===== src/include/blsth_pkg.sv =====
// Constants and carriers of the link-side configuration header upper half.
// Assumes one clock domain; setup and load inputs come from same-clock logic.
package blsth_pkg;

    // ==========================================================
    // Register offsets (byte addresses in configuration space)
    localparam logic [7:0] OFS_HDR_MISC   = 8'h0C;
    localparam logic [7:0] OFS_WIN0       = 8'h10;
    localparam logic [7:0] OFS_WIN1       = 8'h14;
    localparam logic [7:0] OFS_WIN2_LO    = 8'h18;
    localparam logic [7:0] OFS_WIN2_HI    = 8'h1C;
    localparam logic [7:0] OFS_WIN3_LO    = 8'h20;
    localparam logic [7:0] OFS_WIN3_HI    = 8'h24;
    localparam logic [7:0] OFS_SUBSYS     = 8'h2C;
    localparam logic [7:0] OFS_OPTROM     = 8'h30;
    localparam logic [7:0] OFS_CAP_HEAD   = 8'h34;
    localparam logic [7:0] OFS_LEGACY_IRQ = 8'h3C;

    // ==========================================================
    // Window sizes (log2 of bytes)
    localparam logic [4:0] WIN0_SIZE_LOG2   = 5'd17;
    localparam logic [4:0] WIN1_SIZE_LOG2   = 5'd8;
    localparam logic [4:0] MEMWIN_MIN_LOG2  = 5'd12;
    localparam logic [4:0] OPTROM_MIN_LOG2  = 5'd11;
    localparam logic [4:0] OPTROM_MAX_LOG2  = 5'd15;

    // ==========================================================
    // Encodings
    localparam logic [1:0] TYPE_MEM32       = 2'b00;
    localparam logic [1:0] TYPE_MEM64       = 2'b10;
    localparam logic [1:0] SEL_IO_WINDOW    = 2'b11;
    localparam logic [1:0] SEL_NONE         = 2'b00;
    localparam logic [1:0] SETUP01_DEFAULT  = SEL_IO_WINDOW;
    localparam logic [7:0] IRQ_PIN_NONE     = 8'h00;
    localparam logic [7:0] IRQ_PIN_FIRST    = 8'h01;

    // ==========================================================
    // Values after reset, and the option ROM image start
    localparam logic [15:0] SUBSYS_VENDOR_RESET = 16'h1A2B; // Arbitrary value
    localparam logic [15:0] SUBSYS_ID_RESET     = 16'h3C4D; // Arbitrary value
    localparam logic [7:0]  CAP_HEAD_RESET      = 8'h40;
    localparam logic [7:0]  IRQ_PIN_RESET       = IRQ_PIN_FIRST;
    localparam logic [7:0]  IRQ_LINE_RESET      = 8'h00;
    localparam logic [15:0] OPTROM_IMAGE_START  = 16'h8000;

    // ==========================================================
    // Carriers
    typedef struct packed {
        logic       enable;
        logic [1:0] kind;
        logic       prefetch;
        logic [4:0] size_log2;
    } blsth_setup_s;

    typedef struct packed {
        logic        valid;
        logic [7:0]  offset;
        logic [31:0] data;
    } blsth_load_s;

    typedef struct packed {
        logic [14:0] win0_base;
        logic [23:0] win1_base;
        logic [19:0] win2_base;
        logic [31:0] win2_upper;
        logic [19:0] win3_base;
        logic [31:0] win3_upper;
        logic [15:0] ss_vendor;
        logic [15:0] ss_id;
        logic [20:0] rom_base;
        logic        rom_en;
        logic [7:0]  cap_head;
        logic [7:0]  irq_line;
        logic [7:0]  irq_pin;
        logic [31:0] rdata;
        logic        rvalid;
        logic [15:0] rom_addr;
        logic        rom_valid;
    } blsth_state_s;

endpackage


===== src/blsth_header.sv =====
// Link-side configuration header, upper half: windows, ids, option ROM,
// capability head and legacy interrupt bytes.
// Assumes configuration requests, setup values and loads arrive on clk.
`timescale 1ns/1ps

module blsth_header
    import blsth_pkg::*;
(
    // Clock and reset
    input  wire logic               clk,
    input  wire logic               rst_n,
    // Configuration access from the link
    input  wire logic               cfg_rd,
    input  wire logic               cfg_wr,
    input  wire logic [7:0]         cfg_addr,
    input  wire logic [3:0]         cfg_be,
    input  wire logic [31:0]        cfg_wdata,
    output logic      [31:0]        cfg_rdata,
    output logic                    cfg_rvalid,
    // Window setup from the setup registers
    input  wire logic [1:0]         first_window_pair_type_select,
    input  wire blsth_setup_s       second_window_pair_setup,
    input  wire blsth_setup_s       third_window_pair_setup,
    input  wire logic [4:0]         optrom_size_log2,
    input  wire logic               internal_virtual_side_rom_en,
    // Serial configuration memory loads
    input  wire blsth_load_s        cfg_load,
    // Option ROM fetch toward the serial memory
    input  wire logic               rom_fetch_req,
    input  wire logic [14:0]        rom_fetch_offset,
    output logic      [15:0]        rom_mem_addr,
    output logic                    rom_mem_valid,
    // Window bases for the address decoder
    output logic      [31:0]        win0_base_out,
    output logic      [31:0]        rom_base_out
);

    // ==========================================================
    // State
    blsth_state_s state_reg;
    blsth_state_s state_next;

    // ==========================================================
    // Helpers

    // Size mask, never finer than the window minimum
    function automatic logic [31:0] size_mask(input logic [4:0] lg,
                                              input logic [4:0] lo);
        logic [4:0] s;
        s = (lg < lo) ? lo : lg;
        return 32'hFFFF_FFFF << s;
    endfunction

    // Byte-enable merge of a write into an old value
    function automatic logic [31:0] merge(input logic [31:0] old,
                                          input logic [31:0] wd,
                                          input logic [3:0]  be);
        logic [31:0] m;
        m = {{8{be[3]}}, {8{be[2]}}, {8{be[1]}}, {8{be[0]}}};
        return (old & ~m) | (wd & m);
    endfunction

    // Reported memory type: reserved codes never show
    function automatic logic [1:0] mem_kind(input blsth_setup_s s);
        return s.kind[1] ? TYPE_MEM64 : TYPE_MEM32;
    endfunction

    // ==========================================================
    // Derived controls
    logic        io_on;
    logic        w2_on;
    logic        w3_on;
    logic        w2_64;
    logic        w3_64;
    logic        rom_link;
    logic [31:0] m0;
    logic [31:0] m1;
    logic [31:0] m2;
    logic [31:0] m3;
    logic [31:0] mr;
    logic [4:0]  rom_lg;

    // Window presence and sizes from setup
    assign io_on    = (first_window_pair_type_select == SEL_IO_WINDOW);
    assign w2_on    = second_window_pair_setup.enable;
    assign w3_on    = third_window_pair_setup.enable;
    // 64-bit taken from the type msb for the second pair, so 11b counts; the third pair needs exactly 10b
    assign w2_64    = w2_on && second_window_pair_setup.kind[1];
    assign w3_64    = w3_on && (third_window_pair_setup.kind == TYPE_MEM64);
    assign rom_link = !internal_virtual_side_rom_en;
    assign rom_lg   = (optrom_size_log2 > OPTROM_MAX_LOG2) ? OPTROM_MAX_LOG2
                                                           : optrom_size_log2;
    assign m0       = size_mask(WIN0_SIZE_LOG2, WIN0_SIZE_LOG2);
    assign m1       = size_mask(WIN1_SIZE_LOG2, WIN1_SIZE_LOG2);
    assign m2       = size_mask(second_window_pair_setup.size_log2,
                                MEMWIN_MIN_LOG2);
    assign m3       = size_mask(third_window_pair_setup.size_log2,
                                MEMWIN_MIN_LOG2);
    assign mr       = size_mask(rom_lg, OPTROM_MIN_LOG2);

    // ==========================================================
    // Register images as read by the link
    logic [31:0] img_win0;
    logic [31:0] img_win1;
    logic [31:0] img_win2;
    logic [31:0] img_win2h;
    logic [31:0] img_win3;
    logic [31:0] img_win3h;
    logic [31:0] img_rom;
    logic [31:0] rd_mux;

    // Fixed 32-bit non-prefetchable control window
    assign img_win0 = {state_reg.win0_base, 17'h0_0000} & m0;

    // I/O window, or all zero when not selected
    assign img_win1 = io_on ? (({state_reg.win1_base, 8'h00} & m1)
                               | 32'h0000_0001)
                            : 32'h0000_0000;

    // Second memory window; reserved low bits stay zero
    assign img_win2 = w2_on ? (({state_reg.win2_base, 12'h000} & m2)
                               | {28'h000_0000,
                                  second_window_pair_setup.prefetch,
                                  mem_kind(second_window_pair_setup),
                                  1'b0})
                            : 32'h0000_0000;
    assign img_win2h = w2_64 ? state_reg.win2_upper : 32'h0000_0000;

    // Third memory window
    assign img_win3 = w3_on ? (({state_reg.win3_base, 12'h000} & m3)
                               | {28'h000_0000,
                                  third_window_pair_setup.prefetch,
                                  mem_kind(third_window_pair_setup),
                                  1'b0})
                            : 32'h0000_0000;
    assign img_win3h = w3_64 ? state_reg.win3_upper : 32'h0000_0000;

    // Option ROM: base, zeros, enable; clear while the virtual side owns it
    assign img_rom = rom_link ? (({state_reg.rom_base, 11'h000} & mr)
                                 | {31'h0000_0000, state_reg.rom_en})
                              : 32'h0000_0000;

    // Read decode; unmapped offsets read zero
    always_comb begin
        case (cfg_addr)
            OFS_HDR_MISC:   rd_mux = 32'h0000_0000;
            OFS_WIN0:       rd_mux = img_win0;
            OFS_WIN1:       rd_mux = img_win1;
            OFS_WIN2_LO:    rd_mux = img_win2;
            OFS_WIN2_HI:    rd_mux = img_win2h;
            OFS_WIN3_LO:    rd_mux = img_win3;
            OFS_WIN3_HI:    rd_mux = img_win3h;
            OFS_SUBSYS:     rd_mux = {state_reg.ss_id, state_reg.ss_vendor};
            OFS_OPTROM:     rd_mux = img_rom;
            OFS_CAP_HEAD:   rd_mux = {24'h00_0000, state_reg.cap_head};
            OFS_LEGACY_IRQ: rd_mux = {16'h0000, state_reg.irq_pin,
                                      state_reg.irq_line};
            default:        rd_mux = 32'h0000_0000;
        endcase
    end

    // ==========================================================
    // Next state
    logic [31:0] wv;

    // Loads first, then link writes; a write to a loaded field wins
    always_comb begin
        state_next = state_reg;
        wv         = 32'h0000_0000;

        // Hardware-initialized fields from serial memory
        if (cfg_load.valid) begin
            case (cfg_load.offset)
                OFS_SUBSYS: begin
                    state_next.ss_vendor = cfg_load.data[15:0];
                    state_next.ss_id     = cfg_load.data[31:16];
                end
                OFS_CAP_HEAD: begin
                    state_next.cap_head = cfg_load.data[7:0];
                end
                OFS_LEGACY_IRQ: begin
                    state_next.irq_line = cfg_load.data[7:0];
                    // Only no-interrupt or first legacy interrupt accepted
                    if (cfg_load.data[15:8] == IRQ_PIN_NONE ||
                        cfg_load.data[15:8] == IRQ_PIN_FIRST) begin
                        state_next.irq_pin = cfg_load.data[15:8];
                    end
                end
                default: begin
                    state_next = state_next;
                end
            endcase
        end

        // Link writes: only writable fields take data, masked to size
        if (cfg_wr) begin
            case (cfg_addr)
                OFS_WIN0: begin
                    wv = merge(img_win0, cfg_wdata, cfg_be) & m0;
                    state_next.win0_base = wv[31:17];
                end
                OFS_WIN1: begin
                    if (io_on) begin
                        wv = merge(img_win1, cfg_wdata, cfg_be) & m1;
                        state_next.win1_base = wv[31:8];
                    end
                end
                OFS_WIN2_LO: begin
                    if (w2_on) begin
                        wv = merge(img_win2, cfg_wdata, cfg_be) & m2;
                        state_next.win2_base = wv[31:12];
                    end
                end
                OFS_WIN2_HI: begin
                    if (w2_64) begin
                        state_next.win2_upper = merge(img_win2h, cfg_wdata,
                                                      cfg_be);
                    end
                end
                OFS_WIN3_LO: begin
                    if (w3_on) begin
                        wv = merge(img_win3, cfg_wdata, cfg_be) & m3;
                        state_next.win3_base = wv[31:12];
                    end
                end
                OFS_WIN3_HI: begin
                    if (w3_64) begin
                        state_next.win3_upper = merge(img_win3h, cfg_wdata,
                                                      cfg_be);
                    end
                end
                OFS_OPTROM: begin
                    if (rom_link) begin
                        wv = merge(img_rom, cfg_wdata, cfg_be);
                        state_next.rom_base = wv[31:11] & mr[31:11];
                        state_next.rom_en   = wv[0];
                    end
                end
                OFS_LEGACY_IRQ: begin
                    if (cfg_be[0]) begin
                        state_next.irq_line = cfg_wdata[7:0];
                    end
                end
                default: begin
                    state_next = state_next;
                end
            endcase
        end

        // Virtual side took the ROM: link copy cleared and held
        if (!rom_link) begin
            state_next.rom_base = 21'h00_0000;
            state_next.rom_en   = 1'b0;
        end

        // Read answer registered one cycle after the request
        state_next.rvalid = cfg_rd;
        state_next.rdata  = cfg_rd ? rd_mux : 32'h0000_0000;

        // ROM image sits in the upper half of the serial memory
        state_next.rom_valid = rom_fetch_req && rom_link && state_reg.rom_en;
        state_next.rom_addr  = OPTROM_IMAGE_START
                               | {1'b0, rom_fetch_offset & ~mr[14:0]};
    end

    // ==========================================================
    // Registers
    always_ff @(posedge clk) begin
        if (!rst_n) begin
            state_reg            <= '0;
            state_reg.ss_vendor  <= SUBSYS_VENDOR_RESET;
            state_reg.ss_id      <= SUBSYS_ID_RESET;
            state_reg.cap_head   <= CAP_HEAD_RESET;
            state_reg.irq_pin    <= IRQ_PIN_RESET;
            state_reg.irq_line   <= IRQ_LINE_RESET;
        end else begin
            state_reg <= state_next;
        end
    end

    // ==========================================================
    // Outputs, straight from the state flops
    assign cfg_rdata     = state_reg.rdata;
    assign cfg_rvalid    = state_reg.rvalid;
    assign rom_mem_addr  = state_reg.rom_addr;
    assign rom_mem_valid = state_reg.rom_valid;
    assign win0_base_out = {state_reg.win0_base, 17'h0_0000};
    assign rom_base_out  = {state_reg.rom_base, 11'h000};

endmodule


===== config.mk =====
export PLATFORM = sky130hd
export DESIGN_NAME = blsth_header
export DESIGN_NICKNAME = d
export VERILOG_FILES = /design/src/include/blsth_pkg.sv /design/src/blsth_header.sv
export SDC_FILE = /design/constraint.sdc
export NUM_CORES = 1
export LEC_CHECK = 0
export BUFFER_PORTS_ARGS = -buffer_cell sky130_fd_sc_hd__buf_2
export CAP_MARGIN = 30
export CORE_UTILIZATION = 50
export CTS_CLUSTER_SIZE = 30
export DETAILED_ROUTE_END_ITERATION = 6
export PLACE_DENSITY = 0.76
export SLEW_MARGIN = 40
export SYNTH_ARGS = -nofsm -noshare
export SYNTH_HDL_FRONTEND = slang
export SYNTH_SLANG_ARGS = --single-unit

===== constraint.sdc =====
create_clock -name clk -period 2.1 [get_ports clk]
set_input_delay 0.42 -clock clk [delete_from_list [all_inputs] [get_ports clk]]
set_output_delay 0.42 -clock clk [all_outputs]
set_load 0.01 [all_outputs]

After elaboration in Yosys (flattened, before gate mapping):

Cells that the tools add are included.

* reductions and logical operators: 9
* magnitude comparators: 4
* bitwise operators: 28
* $mul: 0
* $add $sub $neg: 0
* muxes and demuxes: 35
* shift-type cells: 3
* equality and inequality tests: 16
* divide/modulo/power cells: 0

Operator list (count)
* $and 32x32->32: 13
* $mux 32: 11
* $pmux 32 s10: 1
* $mux 271: 1
* $or 32x32->32: 7
* $mux 128: 1
* $shl 32x5->32 const A: 3
* $mux 20: 4
* $eq 8x6->1 const B: 9
* $or 32x4->32: 2
* $mux 24: 2
* $mux 22: 2
* $eq 8x5->1 const B: 4
* $mux 8: 4
* $not 32->32: 1
* $or 32x1->32: 1
* $and 21x21->21: 1
* $mux 5: 4
* $mux 17: 1
* $mux 16: 1
* $and 15x15->15: 1
* $lt 5x4->1 const B: 3
* $mux 15: 1
* $not 15->15: 1
* 11 further kinds: 16

* register bits: 271
* latch bits: 0
* memory bits (read-only): 0
* logic and storage cells: 113
* memories kept: 0
* bits in writable memories: 0
* output and inout port bits: 114
* input bits: 131

Longest topological paths before layout:

* word-level depth: 14
* gate-level depth with buffers: 8
* mapped depth without buffers: 5

Worst setup path before layout:

OpenSTA, ideal clock, no wires.

* path kind: input-to-reg
* start point: in cfg_addr[5]
* end point: reg state_reg[240] (netlist bit)
* stages: 6
* setup slack: 0.120 ns
* arrival time: 1.910 ns
* data required time: 2.030 ns
* buffers on the path: 2
* library setup time: 0.070 ns
* cell sequence: or4b_1 -> buf_2 -> nor3_4 -> buf_2 -> nand4_1 -> a21boi_1

* cells in the longest elaborated chain, start to end: 3

Ends and longest elaborated chain
* start, declared: RTL line blsth_header.sv:15 `input wire logic [7:0] cfg_addr,`
* $eq 8x5->1
* $mux 24: RTL line blsth_header.sv:197 `case (cfg_addr)`
* $mux 271: RTL line blsth_header.sv:196 `if (cfg_wr) begin`
* end signal, assigned: RTL line blsth_header.sv:277 `state_reg <= state_next;`
* end, declared: RTL line blsth_header.sv:40 `blsth_state_s state_reg;`

Every way passes these cells.
A chain may end at the register's enable or synchronous reset.

Worst setup path after layout:

* start point: in cfg_addr[5]
* end point: reg state_reg (netlist bit cfg_rdata[1])

* cells in the longest elaborated chain, start to end: 2
* elaborated cells between the ends (all ways): 11
* classes of those cells: eq/ne: 10; mux: 1

Ends and longest elaborated chain
* $eq 8x6->1 (tied with other cells): RTL line blsth_header.sv:145 `case (cfg_addr)`
* $pmux 32 s10 (*): RTL line blsth_header.sv:145

Every way passes the cells marked *; elsewhere a longest branch is shown, timed or not.

==> results.py <==
metrics = {
    "synth": {
        "synthArstFlopShare": 0,
        "yosysWarnings": 0,
        "syn-cell-area_um2": 12800,
        "synth_top_area_share": 0.425,
        "synth-main-ff-cell": "dfxtp_1",
        "synth_area_leaders": "dfxtp_1 42%, nand2_1 7.7%, buf_4 6.6%",
        "synth_area_per_cell_um2": 8.57,
        "syn_inst": 1490,
        "synth_edf_count": 0,
        "synth_cell_types": 63,
        "ys_ff_latch": 271,
        "synth_largest_area_cell": "dfxtp_1",
        "synth_seq_area_share": 0.425,
    },
    "worst_setup_path": {
        "cp-start-kind": "input pin",
        "reg2reg_slack_ps": 850,
        "cp.required_ps": 2560,
        "cp.arrival_ps": 2320,
        "r2r_end": "cfg_rdata[23]$_SDFF_PN0_",
        "criticalPathCategory": "input pin to register",
        "critPathTopFamily": "simple AND/OR/NAND/NOR gates",
        "cpMostUsedCell": "buf_4",
        "slowest_delay_ps": 670,
        "cp_slowest_cell": "or4b_1",
        "path_cells": "buf_2 > or4b_1 > buf_4 > nor3_2 > buf_4 > buf_12 > a221oi_1 > a21oi_1",
        "startpoint": "cfg_addr[5]",
        "r2r_cells": 3,
        "critical_path.max_fanout": 6,
        "cp_num_buf_inv": 4,
        "critPathCaptureType": "register",
    },
    "cells_and_area": {
        "final_common_cell": "dfxtp_1",
        "fin_nets": 1837,
        "syn_to_final_growth_pct": 21.1,
        "final_cell_area_um2": 15500,
        "drive_above_1_share": 0.255,
        "mostFrequentLayoutCells": "271 x dfxtp_1, 263 x nand2_1, 214 x buf_2",
        "utilization": 0.616,
        "largest_register_ffs": 185,
    },
    "floorplanning": {
        "initial_core_util": 0.509,
        "chipWidth_um": 162,
        "die_h_um": 162,
        "core-area_um2": 25100,
        "core.rowCount": 58,
        "dieArea_um2": 26200,
        "pin_count": 245,
    },
    "global_route": {
        "grt_max_degree": 114,
        "grt_pass1_vias": 11500,
        "grt_usage": 0.307,
        "grt_pass1_wl_um": 63400,
        "overflow": 0,
        "antenna_found_initial": 3,
    },
    "clock_tree": {
        "clock-sinks": 271,
        "h-tree-depth": 1,
        "clk_pin_slew_ps": 60,
        "cts_made_buffers": 29,
        "cts-root-buf": "clkbuf_16",
        "post-cts-setup-buffers": 0,
        "cts-hold-fix-buffers": 0,
        "cts_tree": "built",
        "post_cts_resize_count": 0,
        "clk_latency_ps": 550,
        "clockBufferDepth": 3,
    },
    "pwr": {
        "p_per_area_nw_per_um2": 743,
        "power_leakage_nw": 6.13,
        "ir_worst_vdd_mv": 0.504,
    },
    "sta": {
        "slew-limit-headroom": 0.599,
        "hold_viol": 0,
        "worst_slew_pin_slew_ps": 601,
        "setup_viol": 0,
        "fin_worst_skew_ps": 10.2,
        "period_share": 0.885,
        "fin_crit_ps": 1860,
        "max_clock_freq_mhz": 538,
        "slew_viol_final": 0,
        "rsz0062_at_grt": "no",
    },
    "outcome": {
        "status": "finished with violations",
        "violations": "design-rule violations",
    },
    "drt": {
        "drt-initial-drc-count": 1462,
        "wl_per_cell_um": 20.1,
        "vias": 12200,
        "avgViaCountPerCell": 5.90,
        "drc": 2,
        "wl_um": 41300,
        "ant_nets": 0,
        "drtPass1Iterations": 7,
    },
    "worst_hold_path": {
        "hold_class": "input pin to register",
        "whs_path_depth": 2,
        "holdCritStartpoint": "rom_fetch_offset[4]",
        "holdPathEnd": "rom_mem_addr[4]$_SDFF_PN0_",
    },
    "run": {
        "drv_cap": 0,
    },
    "placed_design": {
        "hpwl_um": 29700,
        "placed_area_um2": 14400,
        "io_buffers": 215,
        "gp_congestion": 0.934,
    },
}
## Yosys cell counts, types with 3 or more instances
master,instances
a31oi_1,30
nor3_1,8
and2_1,30
nand3b_1,3
a32o_1,11
a22o_1,10
mux2_2,5
a311oi_1,3
mux2i_1,58
o21ai_0,72
nand2_1,263
nand2b_1,10
a32oi_1,24
and4_1,3
nor3_2,3
nor2_1,44
a222oi_1,10
o22a_1,5
dfxtp_1,271
inv_1,5
nand4_1,14
a21boi_1,81
a21oi_1,47
a221oi_1,11
buf_1,3
a22oi_1,32
or3_1,3
nor2_2,3
and3_1,18
a21boi_0,47
nor2b_1,62
buf_2,17
o21ai_1,3
buf_4,113
nand3_1,56
clkbuf_1,73
or2_2,5
## final cells by class
class                      count  area, um^2
timing repair buffer         364        2330
clock inverter                16         245
fill                        2185        9640
inverter                       5        18.8
sequential                   271        5430
clock buffer                  37         796
antenna                        3        7.51
multi-input combinational   1035        6230
tap                          330         413
## worst max-delay path by stage
stage	to	slack, ps	cells past startpoint
after detailed placement	cfg_rdata[23]$_SDFF_PN0_	-230	8
final	cfg_rdata[1]$_SDFF_PN0_	240	8
after CTS	state_reg[178]$_SDFFE_PN0P_	280	10
after global routing	state_reg[136]$_SDFFE_PN0P_	160	10
after global placement	cfg_rdata[6]$_SDFF_PN0_	-200	8
after floorplan	state_reg[240]$_SDFFE_PN0P_	120	6
## through the flow
step,setup TNS (ps),cells,power [mW],worst slack [ps],hold slack (ps)
CTS,0,2058,11.5,284,58.2
global route,0,2059,11.8,161,66.9
detailed placement,-15910,2005,5.99,-234,442
global placement,-10680,2005,5.99,-203,436
finish,0,2061,11.5,241,70.1
floorplan,0,1517,5.66,120,423
## logic make-up after synthesis
group,share of synthesized area
flops,0.425
simple gates,0.210
buf+inv,0.0969
other cells,0.000294
compound gates,0.218
mux,0.0499
## routing by layer
layer	vias up	GRT usage	wire (um)
met3	114	0.0531	4100
met5	-	0	0
li1	5568	-	-
met1	5762	0.402	16800
met2	708	0.496	18800
met4	0	0.128	1570
## report_power, final
part / total, mW / internal (mW) / switching (mW)
sequential: 5.16 / 5.16 / 0.00496
clock: 5.59 / 3.41 / 2.17
combinational: 0.737 / 0.279 / 0.458
(Power assumes the default switching activity.)
